===== src/rtl/ebps_pkg.sv =====
// Package: register address, field layout, reset values and route modes for the bus pin selector
package ebps_pkg;

  // ==========================================================================
  // Register map
  localparam logic [15:0] EBPS_ROUTE_SEL_ADDR = 16'h1c00;
  localparam int EBPS_DATA_W = 16;
  localparam logic [15:0] EBPS_ROUTE_SEL_RESET = 16'h0000;
  localparam logic [15:0] EBPS_WRITABLE_MASK = 16'h7f3f;

  // ==========================================================================
  // Field positions
  localparam int EBPS_PP_LSB = 12;
  localparam int EBPS_PP_W = 3;
  localparam int EBPS_SP1_LSB = 10;
  localparam int EBPS_SP0_LSB = 8;
  localparam int EBPS_SP_W = 2;
  localparam int EBPS_ADDR_SEL_LSB = 0;
  localparam int EBPS_ADDR_PINS = 6;

  // ==========================================================================
  // Pin counts
  localparam int EBPS_PP_PINS = 21;
  localparam int EBPS_SP_PINS = 6;

  typedef enum logic [2:0] {
    EBPS_PP_MODE0 = 3'h0,
    EBPS_PP_MODE1 = 3'h1,
    EBPS_PP_MODE2 = 3'h2,
    EBPS_PP_MODE3 = 3'h3,
    EBPS_PP_MODE4 = 3'h4,
    EBPS_PP_MODE5 = 3'h5,
    EBPS_PP_MODE6 = 3'h6,
    EBPS_PP_MODE7 = 3'h7
  } ebps_pp_mode_t;

  typedef enum logic [1:0] {
    EBPS_SP_MMC = 2'h0,
    EBPS_SP_I2S = 2'h1,
    EBPS_SP_GPIO = 2'h2,
    EBPS_SP_RSVD = 2'h3
  } ebps_sp_mode_t;

endpackage


===== src/rtl/ebps_pin_route.sv =====
// Generic registered N-way pin router: one source group per mode
`timescale 1ns/1ns
`default_nettype none

module ebps_pin_route #(
  parameter int PINS = 21,
  parameter int MODES = 8,
  parameter int SEL_W = 3
) (
  input wire logic i_mclk,
  input wire logic i_rst,
  input wire logic [SEL_W-1:0] i_sel,
  input wire logic [MODES*PINS-1:0] i_src_out,
  input wire logic [MODES*PINS-1:0] i_src_oe,
  input wire logic [PINS-1:0] i_pin_in,
  output logic [PINS-1:0] o_pin_out,
  output logic [PINS-1:0] o_pin_oe,
  output logic [MODES*PINS-1:0] o_src_in
);

  if (MODES < 1 || MODES > (1 << SEL_W) || PINS < 1) begin
    $error("ebps_pin_route: select too narrow or no pins");
  end

  logic [PINS-1:0] out_q;
  logic [PINS-1:0] oe_q;
  logic [MODES*PINS-1:0] src_in_q;
  wire logic [PINS-1:0] out_d = (int'(i_sel) < MODES) ? i_src_out[int'(i_sel)*PINS +: PINS] : '0;
  wire logic [PINS-1:0] oe_d = (int'(i_sel) < MODES) ? i_src_oe[int'(i_sel)*PINS +: PINS] : '0;

  // Only the selected peripheral sees the pins; others see idle zero
  logic [MODES*PINS-1:0] src_in_d;
  always_comb begin
    src_in_d = '0;
    for (int m = 0; m < MODES; m++) begin
      if (int'(i_sel) == m) begin
        src_in_d[m*PINS +: PINS] = i_pin_in;
      end
    end
  end

  always_ff @(posedge i_mclk or posedge i_rst) begin
    if (i_rst) begin
      out_q <= '0;
      oe_q <= '0;
      src_in_q <= '0;
    end else begin
      out_q <= out_d;
      oe_q <= oe_d;
      src_in_q <= src_in_d;
    end
  end

  assign o_pin_out = out_q;
  assign o_pin_oe = oe_q;
  assign o_src_in = src_in_q;

endmodule

`default_nettype wire


===== src/rtl/ebps_top.sv =====
// External bus pin selector: route select register and pin multiplexers
`timescale 1ns/1ns
`default_nettype none

module ebps_top
  import ebps_pkg::*;
#(
  parameter int PP_MODES = 8,
  parameter int SP_MODES = 4
) (
  input wire logic i_mclk,
  input wire logic i_rst,
  // CPU I/O space port
  input wire logic [15:0] i_io_addr,
  input wire logic i_io_wr,
  input wire logic i_io_rd,
  input wire logic [ebps_pkg::EBPS_DATA_W-1:0] i_io_wdata,
  output logic [ebps_pkg::EBPS_DATA_W-1:0] o_io_rdata,
  output logic o_io_rvalid,
  // Parallel port: per-mode peripheral sources, flat by mode
  input wire logic [PP_MODES*ebps_pkg::EBPS_PP_PINS-1:0] i_pp_src_out,
  input wire logic [PP_MODES*ebps_pkg::EBPS_PP_PINS-1:0] i_pp_src_oe,
  output logic [PP_MODES*ebps_pkg::EBPS_PP_PINS-1:0] o_pp_src_in,
  input wire logic [ebps_pkg::EBPS_PP_PINS-1:0] i_pp_pin,
  output logic [ebps_pkg::EBPS_PP_PINS-1:0] o_pp_pin,
  output logic [ebps_pkg::EBPS_PP_PINS-1:0] o_pp_pin_oe,
  // Serial port 0
  input wire logic [SP_MODES*ebps_pkg::EBPS_SP_PINS-1:0] i_sp0_src_out,
  input wire logic [SP_MODES*ebps_pkg::EBPS_SP_PINS-1:0] i_sp0_src_oe,
  output logic [SP_MODES*ebps_pkg::EBPS_SP_PINS-1:0] o_sp0_src_in,
  input wire logic [ebps_pkg::EBPS_SP_PINS-1:0] i_sp0_pin,
  output logic [ebps_pkg::EBPS_SP_PINS-1:0] o_sp0_pin,
  output logic [ebps_pkg::EBPS_SP_PINS-1:0] o_sp0_pin_oe,
  // Serial port 1
  input wire logic [SP_MODES*ebps_pkg::EBPS_SP_PINS-1:0] i_sp1_src_out,
  input wire logic [SP_MODES*ebps_pkg::EBPS_SP_PINS-1:0] i_sp1_src_oe,
  output logic [SP_MODES*ebps_pkg::EBPS_SP_PINS-1:0] o_sp1_src_in,
  input wire logic [ebps_pkg::EBPS_SP_PINS-1:0] i_sp1_pin,
  output logic [ebps_pkg::EBPS_SP_PINS-1:0] o_sp1_pin,
  output logic [ebps_pkg::EBPS_SP_PINS-1:0] o_sp1_pin_oe,
  // Upper address pins 20..15 (bit 0 is pin 15)
  input wire logic [ebps_pkg::EBPS_ADDR_PINS-1:0] i_external_memory_interface_addr,
  input wire logic [ebps_pkg::EBPS_ADDR_PINS-1:0] i_addr_gpio_out,
  input wire logic [ebps_pkg::EBPS_ADDR_PINS-1:0] i_addr_gpio_oe,
  input wire logic [ebps_pkg::EBPS_ADDR_PINS-1:0] i_ext_mem_addr_pin,
  output logic [ebps_pkg::EBPS_ADDR_PINS-1:0] o_ext_mem_addr_pin,
  output logic [ebps_pkg::EBPS_ADDR_PINS-1:0] o_ext_mem_addr_pin_oe,
  output logic [ebps_pkg::EBPS_ADDR_PINS-1:0] o_addr_gpio_in,
  // Current field values for observation
  output logic [ebps_pkg::EBPS_PP_W-1:0] o_parallel_port_route_sel,
  output logic [ebps_pkg::EBPS_SP_W-1:0] o_serial_port1_route_sel,
  output logic [ebps_pkg::EBPS_SP_W-1:0] o_serial_port0_route_sel
);

  import ebps_pkg::*;

  // Each mode count must fit its select field
  if (PP_MODES < 1 || PP_MODES > (1 << EBPS_PP_W)) begin
    $error("ebps_top: PP_MODES does not fit its select field");
  end
  if (SP_MODES < 1 || SP_MODES > (1 << EBPS_SP_W)) begin
    $error("ebps_top: SP_MODES does not fit its select field");
  end

  // ==========================================================================
  // Register access
  logic [EBPS_DATA_W-1:0] bus_route_select_reg_q;
  logic [EBPS_DATA_W-1:0] rdata_q;
  logic rvalid_q;

  wire logic hit = (i_io_addr == EBPS_ROUTE_SEL_ADDR);
  wire logic wr_hit = hit & i_io_wr;
  // Bit 15 and 7:6 are never stored
  wire logic [EBPS_DATA_W-1:0] reg_d = wr_hit ? (i_io_wdata & EBPS_WRITABLE_MASK) : bus_route_select_reg_q;
  // Unmapped reads return zero
  wire logic [EBPS_DATA_W-1:0] rdata_d = hit ? bus_route_select_reg_q : '0;

  always_ff @(posedge i_mclk or posedge i_rst) begin
    if (i_rst) begin
      bus_route_select_reg_q <= EBPS_ROUTE_SEL_RESET;
      rdata_q <= '0;
      rvalid_q <= 1'b0;
    end else begin
      bus_route_select_reg_q <= reg_d;
      rdata_q <= i_io_rd ? rdata_d : '0;
      rvalid_q <= i_io_rd;
    end
  end

  assign o_io_rdata = rdata_q;
  assign o_io_rvalid = rvalid_q;

  // ==========================================================================
  // Field extraction
  wire logic [EBPS_PP_W-1:0] parallel_port_route_sel = bus_route_select_reg_q[EBPS_PP_LSB +: EBPS_PP_W];
  wire logic [EBPS_SP_W-1:0] serial_port1_route_sel = bus_route_select_reg_q[EBPS_SP1_LSB +: EBPS_SP_W];
  wire logic [EBPS_SP_W-1:0] serial_port0_route_sel = bus_route_select_reg_q[EBPS_SP0_LSB +: EBPS_SP_W];
  wire logic [EBPS_ADDR_PINS-1:0] addr_gpio_sel = bus_route_select_reg_q[EBPS_ADDR_SEL_LSB +: EBPS_ADDR_PINS];

  assign o_parallel_port_route_sel = parallel_port_route_sel;
  assign o_serial_port1_route_sel = serial_port1_route_sel;
  assign o_serial_port0_route_sel = serial_port0_route_sel;

  // ==========================================================================
  // Pin level synchronisers
  // Pins are asynchronous to the CPU clock; two flops guard against
  // metastability, at the cost of two cycles of input latency.
  logic [EBPS_PP_PINS-1:0] pp_pin_meta_q;
  logic [EBPS_PP_PINS-1:0] pp_pin_sync_q;
  logic [EBPS_SP_PINS-1:0] sp0_pin_meta_q;
  logic [EBPS_SP_PINS-1:0] sp0_pin_sync_q;
  logic [EBPS_SP_PINS-1:0] sp1_pin_meta_q;
  logic [EBPS_SP_PINS-1:0] sp1_pin_sync_q;
  logic [EBPS_ADDR_PINS-1:0] addr_pin_meta_q;
  logic [EBPS_ADDR_PINS-1:0] addr_pin_sync_q;

  always_ff @(posedge i_mclk or posedge i_rst) begin
    if (i_rst) begin
      pp_pin_meta_q <= '0;
      pp_pin_sync_q <= '0;
      sp0_pin_meta_q <= '0;
      sp0_pin_sync_q <= '0;
      sp1_pin_meta_q <= '0;
      sp1_pin_sync_q <= '0;
      addr_pin_meta_q <= '0;
      addr_pin_sync_q <= '0;
    end else begin
      pp_pin_meta_q <= i_pp_pin;
      pp_pin_sync_q <= pp_pin_meta_q;
      sp0_pin_meta_q <= i_sp0_pin;
      sp0_pin_sync_q <= sp0_pin_meta_q;
      sp1_pin_meta_q <= i_sp1_pin;
      sp1_pin_sync_q <= sp1_pin_meta_q;
      addr_pin_meta_q <= i_ext_mem_addr_pin;
      addr_pin_sync_q <= addr_pin_meta_q;
    end
  end

  // ==========================================================================
  // Pin routing; the register feeds a registered mux, so a write shows on pins
  // one clock after the register stores it. Software must gate and reset the
  // peripherals around a change no glitch filtering is done here.
  ebps_pin_route #(
    .PINS(EBPS_PP_PINS),
    .MODES(PP_MODES),
    .SEL_W(EBPS_PP_W)
  ) u_pp (
    .i_mclk(i_mclk),
    .i_rst(i_rst),
    .i_sel(parallel_port_route_sel),
    .i_src_out(i_pp_src_out),
    .i_src_oe(i_pp_src_oe),
    .i_pin_in(pp_pin_sync_q),
    .o_pin_out(o_pp_pin),
    .o_pin_oe(o_pp_pin_oe),
    .o_src_in(o_pp_src_in)
  );

  ebps_pin_route #(
    .PINS(EBPS_SP_PINS),
    .MODES(SP_MODES),
    .SEL_W(EBPS_SP_W)
  ) u_sp0 (
    .i_mclk(i_mclk),
    .i_rst(i_rst),
    .i_sel(serial_port0_route_sel),
    .i_src_out(i_sp0_src_out),
    .i_src_oe(i_sp0_src_oe),
    .i_pin_in(sp0_pin_sync_q),
    .o_pin_out(o_sp0_pin),
    .o_pin_oe(o_sp0_pin_oe),
    .o_src_in(o_sp0_src_in)
  );

  ebps_pin_route #(
    .PINS(EBPS_SP_PINS),
    .MODES(SP_MODES),
    .SEL_W(EBPS_SP_W)
  ) u_sp1 (
    .i_mclk(i_mclk),
    .i_rst(i_rst),
    .i_sel(serial_port1_route_sel),
    .i_src_out(i_sp1_src_out),
    .i_src_oe(i_sp1_src_oe),
    .i_pin_in(sp1_pin_sync_q),
    .o_pin_out(o_sp1_pin),
    .o_pin_oe(o_sp1_pin_oe),
    .o_src_in(o_sp1_src_in)
  );

  // ==========================================================================
  // Upper address pins: per-pin choice between memory address and GPIO
  logic [EBPS_ADDR_PINS-1:0] addr_out_q;
  logic [EBPS_ADDR_PINS-1:0] addr_oe_q;
  logic [EBPS_ADDR_PINS-1:0] addr_gin_q;
  wire logic [EBPS_ADDR_PINS-1:0] addr_out_d = (addr_gpio_sel & i_addr_gpio_out) | (~addr_gpio_sel & i_external_memory_interface_addr);
  // Address duty always drives; GPIO drives only when its enable is set
  wire logic [EBPS_ADDR_PINS-1:0] addr_oe_d = ~addr_gpio_sel | i_addr_gpio_oe;
  wire logic [EBPS_ADDR_PINS-1:0] addr_gin_d = addr_gpio_sel & addr_pin_sync_q;

  always_ff @(posedge i_mclk or posedge i_rst) begin
    if (i_rst) begin
      addr_out_q <= '0;
      addr_oe_q <= '1;
      addr_gin_q <= '0;
    end else begin
      addr_out_q <= addr_out_d;
      addr_oe_q <= addr_oe_d;
      addr_gin_q <= addr_gin_d;
    end
  end

  assign o_ext_mem_addr_pin = addr_out_q;
  assign o_ext_mem_addr_pin_oe = addr_oe_q;
  assign o_addr_gpio_in = addr_gin_q;

endmodule

`default_nettype wire


===== config.mk =====
export PLATFORM = sky130hd
export DESIGN_NAME = ebps_top
export DESIGN_NICKNAME = d
export VERILOG_FILES = /design/src/rtl/ebps_pkg.sv /design/src/rtl/ebps_pin_route.sv /design/src/rtl/ebps_top.sv
export SDC_FILE = /design/constraint.sdc
export NUM_CORES = 1
export LEC_CHECK = 0
export BUFFER_PORTS_ARGS = -buffer_cell sky130_fd_sc_hd__buf_2
export CAP_MARGIN = 20
export CORE_AREA = 2 2 327 329
export CTS_CLUSTER_SIZE = 40
export DETAILED_ROUTE_END_ITERATION = 8
export DIE_AREA = 0 0 329 331
export PLACE_DENSITY = 0.42
export SYNTH_ARGS = -nofsm -noshare
export SYNTH_HDL_FRONTEND = slang
export SYNTH_SLANG_ARGS = --single-unit

===== constraint.sdc =====
create_clock -name i_mclk -period 12.1 [get_ports i_mclk]
set_input_delay 1.21 -clock i_mclk [delete_from_list [all_inputs] [get_ports i_mclk]]
set_output_delay 1.21 -clock i_mclk [all_outputs]
set_load 0.01 [all_outputs]

==> flow_summary.rst <==
.. list-table::
   :header-rows: 1

   * - Metric
     - Value
   * - Result of the run
     - complete, no violations
   * - Commonest non-fill, non-tap cell in the layout
     - sky130_fd_sc_hd__buf_2
   * - Detailed router's first-iteration violation count
     - 515
   * - Via count of the first global-routing pass
     - about 12000
   * - Post-synthesis sequential area ratio
     - between 60% and 70%
   * - Final non-filler cell total
     - 3198
   * - Setup Viol. Count Final
     - 0
   * - Startpoint of the worst setup timing path
     - bus_route_select_reg_q[12]
   * - Seq cells post-synth
     - 405
   * - Crit-path max FO
     - 36
   * - Leak Pwr
     - approximately 0.011 uW
   * - Filler cell count in the final layout
     - approximately 11000
   * - Max IR drop VDD
     - between 100 and 150 uV
   * - Number of nets at the end of the flow
     - around 2300
   * - Avg Inst Size Synth
     - roughly 17 um^2
   * - Overall global routing resource usage
     - between 10 and 15%
   * - Die span in x
     - approximately 330 um
   * - Standard cell with the maximum stage delay on the critical path
     - sky130_fd_sc_hd__dfrtp_4
   * - Total number of cells along the worst setup path
     - 3
   * - # rows
     - 119
   * - Critical path endpoint category
     - output pin
   * - RSZ-0062 raised after global routing
     - no
   * - Data arrival time of the critical path
     - between 2 and 3 ns
   * - Clock root buffer master
     - sky130_fd_sc_hd__clkbuf_16
   * - PwrDens
     - 137 nW/um^2
   * - Most Frequent Cell on Critical Path
     - sky130_fd_sc_hd__buf_4
   * - Insertion delay to the later sink of the worst-skew pair
     - 0.60 ns
   * - Chip height
     - ~330 um
   * - Half-perimeter wire length after placement
     - between 40000 and 50000 um
   * - Total instance count after detailed placement
     - between 3000 and 4000
   * - Clock tree from TritonCTS
     - built
   * - Hold path cells
     - 0
   * - Hold-fix buffers at CTS
     - 0
   * - Max Clk Rate
     - 0.243 GHz
   * - Routed via count
     - ~11000
   * - Wirelength per Cell
     - roughly 20 um
   * - Commonest cells after routing, fill and taps aside
     - sky130_fd_sc_hd__buf_2 (842), sky130_fd_sc_hd__dfrtp_1 (396), sky130_fd_sc_hd__and2_1 (223)
   * - Ratio of final minimum period to clock period
     - roughly a third
   * - Post-cts resize count
     - 0
   * - Largest clock skew in the final design
     - around 0.017 ns
   * - Critical path cell sequence
     - buf_4 > buf_4 > buf_2
   * - Effective utilization at floorplan
     - between 10% and 20%
   * - Syn-to-layout area delta
     - 49.5%
   * - Mapped Area
     - 15300 um^2
   * - Clock buffer depth
     - 3
   * - Top Ports
     - between 800 and 900
   * - Final Hold Vio Count
     - 0
   * - Setup TNS
     - 0 ns
   * - RR Startpoint
     - bus_route_select_reg_q[12]
   * - Sort of element at the start of the critical path
     - flop
   * - Leftover overflow at the end of global routing
     - 0
   * - Number of maximum-capacitance violations
     - 0
   * - Die area
     - around 110000 um^2
   * - Slew Limit Headroom
     - a little over a third
   * - FF-to-FF path depth
     - 4
   * - Num Clock Sinks
     - 405
   * - Multi-input logic area
     - roughly 4800 um^2
   * - Crit Path Category
     - reg2out
   * - Final Wtd Congestion
     - 0.936
   * - Count of nets left with antenna violations after detail routing
     - 0
   * - Total clock buffers created by CTS
     - 48
   * - Required arrival time at the worst endpoint
     - 10.89 ns
   * - Fraction of final layout cells sized beyond drive strength 1
     - approximately 62%
   * - Period minus WS final
     - 4.11 ns
   * - Sequential Area
     - 10200 um^2
   * - Vias per cell
     - 3.47
   * - Distinct cells, synth
     - 25
   * - Antenna violations before repair
     - 24
   * - Port Buffers
     - approximately 840
   * - Post-route DRC
     - 0
   * - Largest stage delay, worst path
     - ~0.79 ns
   * - Path category of the worst min-delay check
     - reg2reg
   * - Dominant delay contributor by cell family on the critical path
     - buffers and inverters
   * - Total detailed-routing wirelength
     - between 60000 and 70000 um
   * - Instance count of the mapped netlist
     - slightly above 900
   * - Buf+Inv Stages, Crit Path
     - 3
   * - Clock-pin slew on the worst setup and hold paths
     - roughly 0.060 ns
   * - Core region area
     - ~100000 um^2
   * - Launch instance of the worst min-delay path
     - pp_pin_meta_q[1]
   * - Post-CTS setup buffer count
     - 0
   * - Slew Viols, Final
     - 0
   * - Number of iterations in the first detailed-routing pass
     - 5
   * - Syn. warnings
     - 0
   * - Maximum number of pins on one net before global-route repair
     - approximately 140
   * - Count of H-tree levels built during CTS
     - 2
   * - Global-route wire length before repair
     - 87300 um
   * - Pin slew with the least headroom to its limit
     - just under 1 ns
## sequential cells by signal, summed over array words and instances (netlist names), 13 cells and up
name,count
bus_route_select_reg_q,13
o_io_rdata,13
pp_pin_meta_q,21
pp_pin_sync_q,21
u_pp.o_pin_oe,21
u_pp.o_pin_out,21
u_pp.o_src_in,168
u_sp0.o_src_in,24
u_sp1.o_src_in,24
## per-stage QoR
step	total power, uW	utilization [%]	cell area (um^2)	hold WS [ns]	worst slack, ns
after floorplan	1490	-	15300	0.331	5.44
after global placement	1630	20.1	21100	0.333	8.11
after detailed placement	1630	20.1	21100	0.335	7.99
after CTS	3210	21.7	22800	0.347	7.80
after global routing	3280	21.7	22800	0.351	7.64
final	3130	21.8	22800	0.345	7.99
## final timing paths
kind | to | slack [ns]
max | o_parallel_port_route_sel[0] | 7.99
min reg2reg | pp_pin_sync_q[1] | 0.35
min | pp_pin_sync_q[1] | 0.35
min in group asynchronous | o_addr_gpio_in[2] | 0.69
max reg2reg | u_pp.o_pin_out[10] | 9.00
max in group asynchronous | u_pp.o_pin_oe[14] | 8.80
## cell type report
cell class	instances	share of cell area [%]
multi-input combinational	436	21.1
sequential	405	44.5
antenna	18	0.197
tap	1391	7.62
timing repair buffer	858	19.1
clock buffer	60	5.77
inverter	2	0.0493
clock inverter	28	1.65
## per-layer routing
| metal | global-route usage [%] | share of wire (%) | vias up |
|---|---|---|---|
| met1 | 12.5 | 37 | 5562 |
| met4 | 3.80 | 2.3 | 14 |
| met2 | 19.9 | 52 | 588 |
| li1 | - | - | 4852 |
| met5 | 0.522 | 0.14 | - |
| met3 | 3.47 | 8.1 | 89 |
## worst register-to-register path, delay by kind of cell, from the launching register on
kind	cells	cell delay (ns)
multiplexers	2	0.92
buffers and inverters	2	1.27
flip-flops	1	0.79
## synth_stat cells, drive strengths merged
cell    count  area share [%]
and3b       2            0.11
mux4      108              16
nand2b      6            0.25
nor3b       3            0.15
nor2b       4            0.16
nor4bb      1           0.066
inv         2           0.049
buf        33             1.5
nor2        4           0.098
nand2       1           0.025
dfrtp     399              65
nor3        1           0.033
and2      223             9.1
dfstp       6             1.0
conb        1           0.025
nor4b       1           0.057
and3       15            0.61
mux2       61             4.5
clkbuf     32            0.79
nand4       1           0.041
nor4        2           0.082
## cells by family after synthesis
logic type / count (synthesis) / synth area share, %
DFF: 405 / 66.4
and+or+nand+nor: 264 / 10.8
muxes: 169 / 20.4
buffers and inverters: 67 / 2.34
other: 1 / 0.0245
## power by group
| part | total [uW] | leakage, uW | internal, uW | switching [uW] |
|---|---|---|---|---|
| clock network | 1530 | 0.000821 | 928 | 604 |
| logic | 199 | 0.00536 | 106 | 92.3 |
| registers | 1400 | 0.00521 | 1390 | 17.7 |
| total | 3130 | 0.0114 | 2420 | 714 |
No activity file was read; power rests on OpenSTA's default activity.
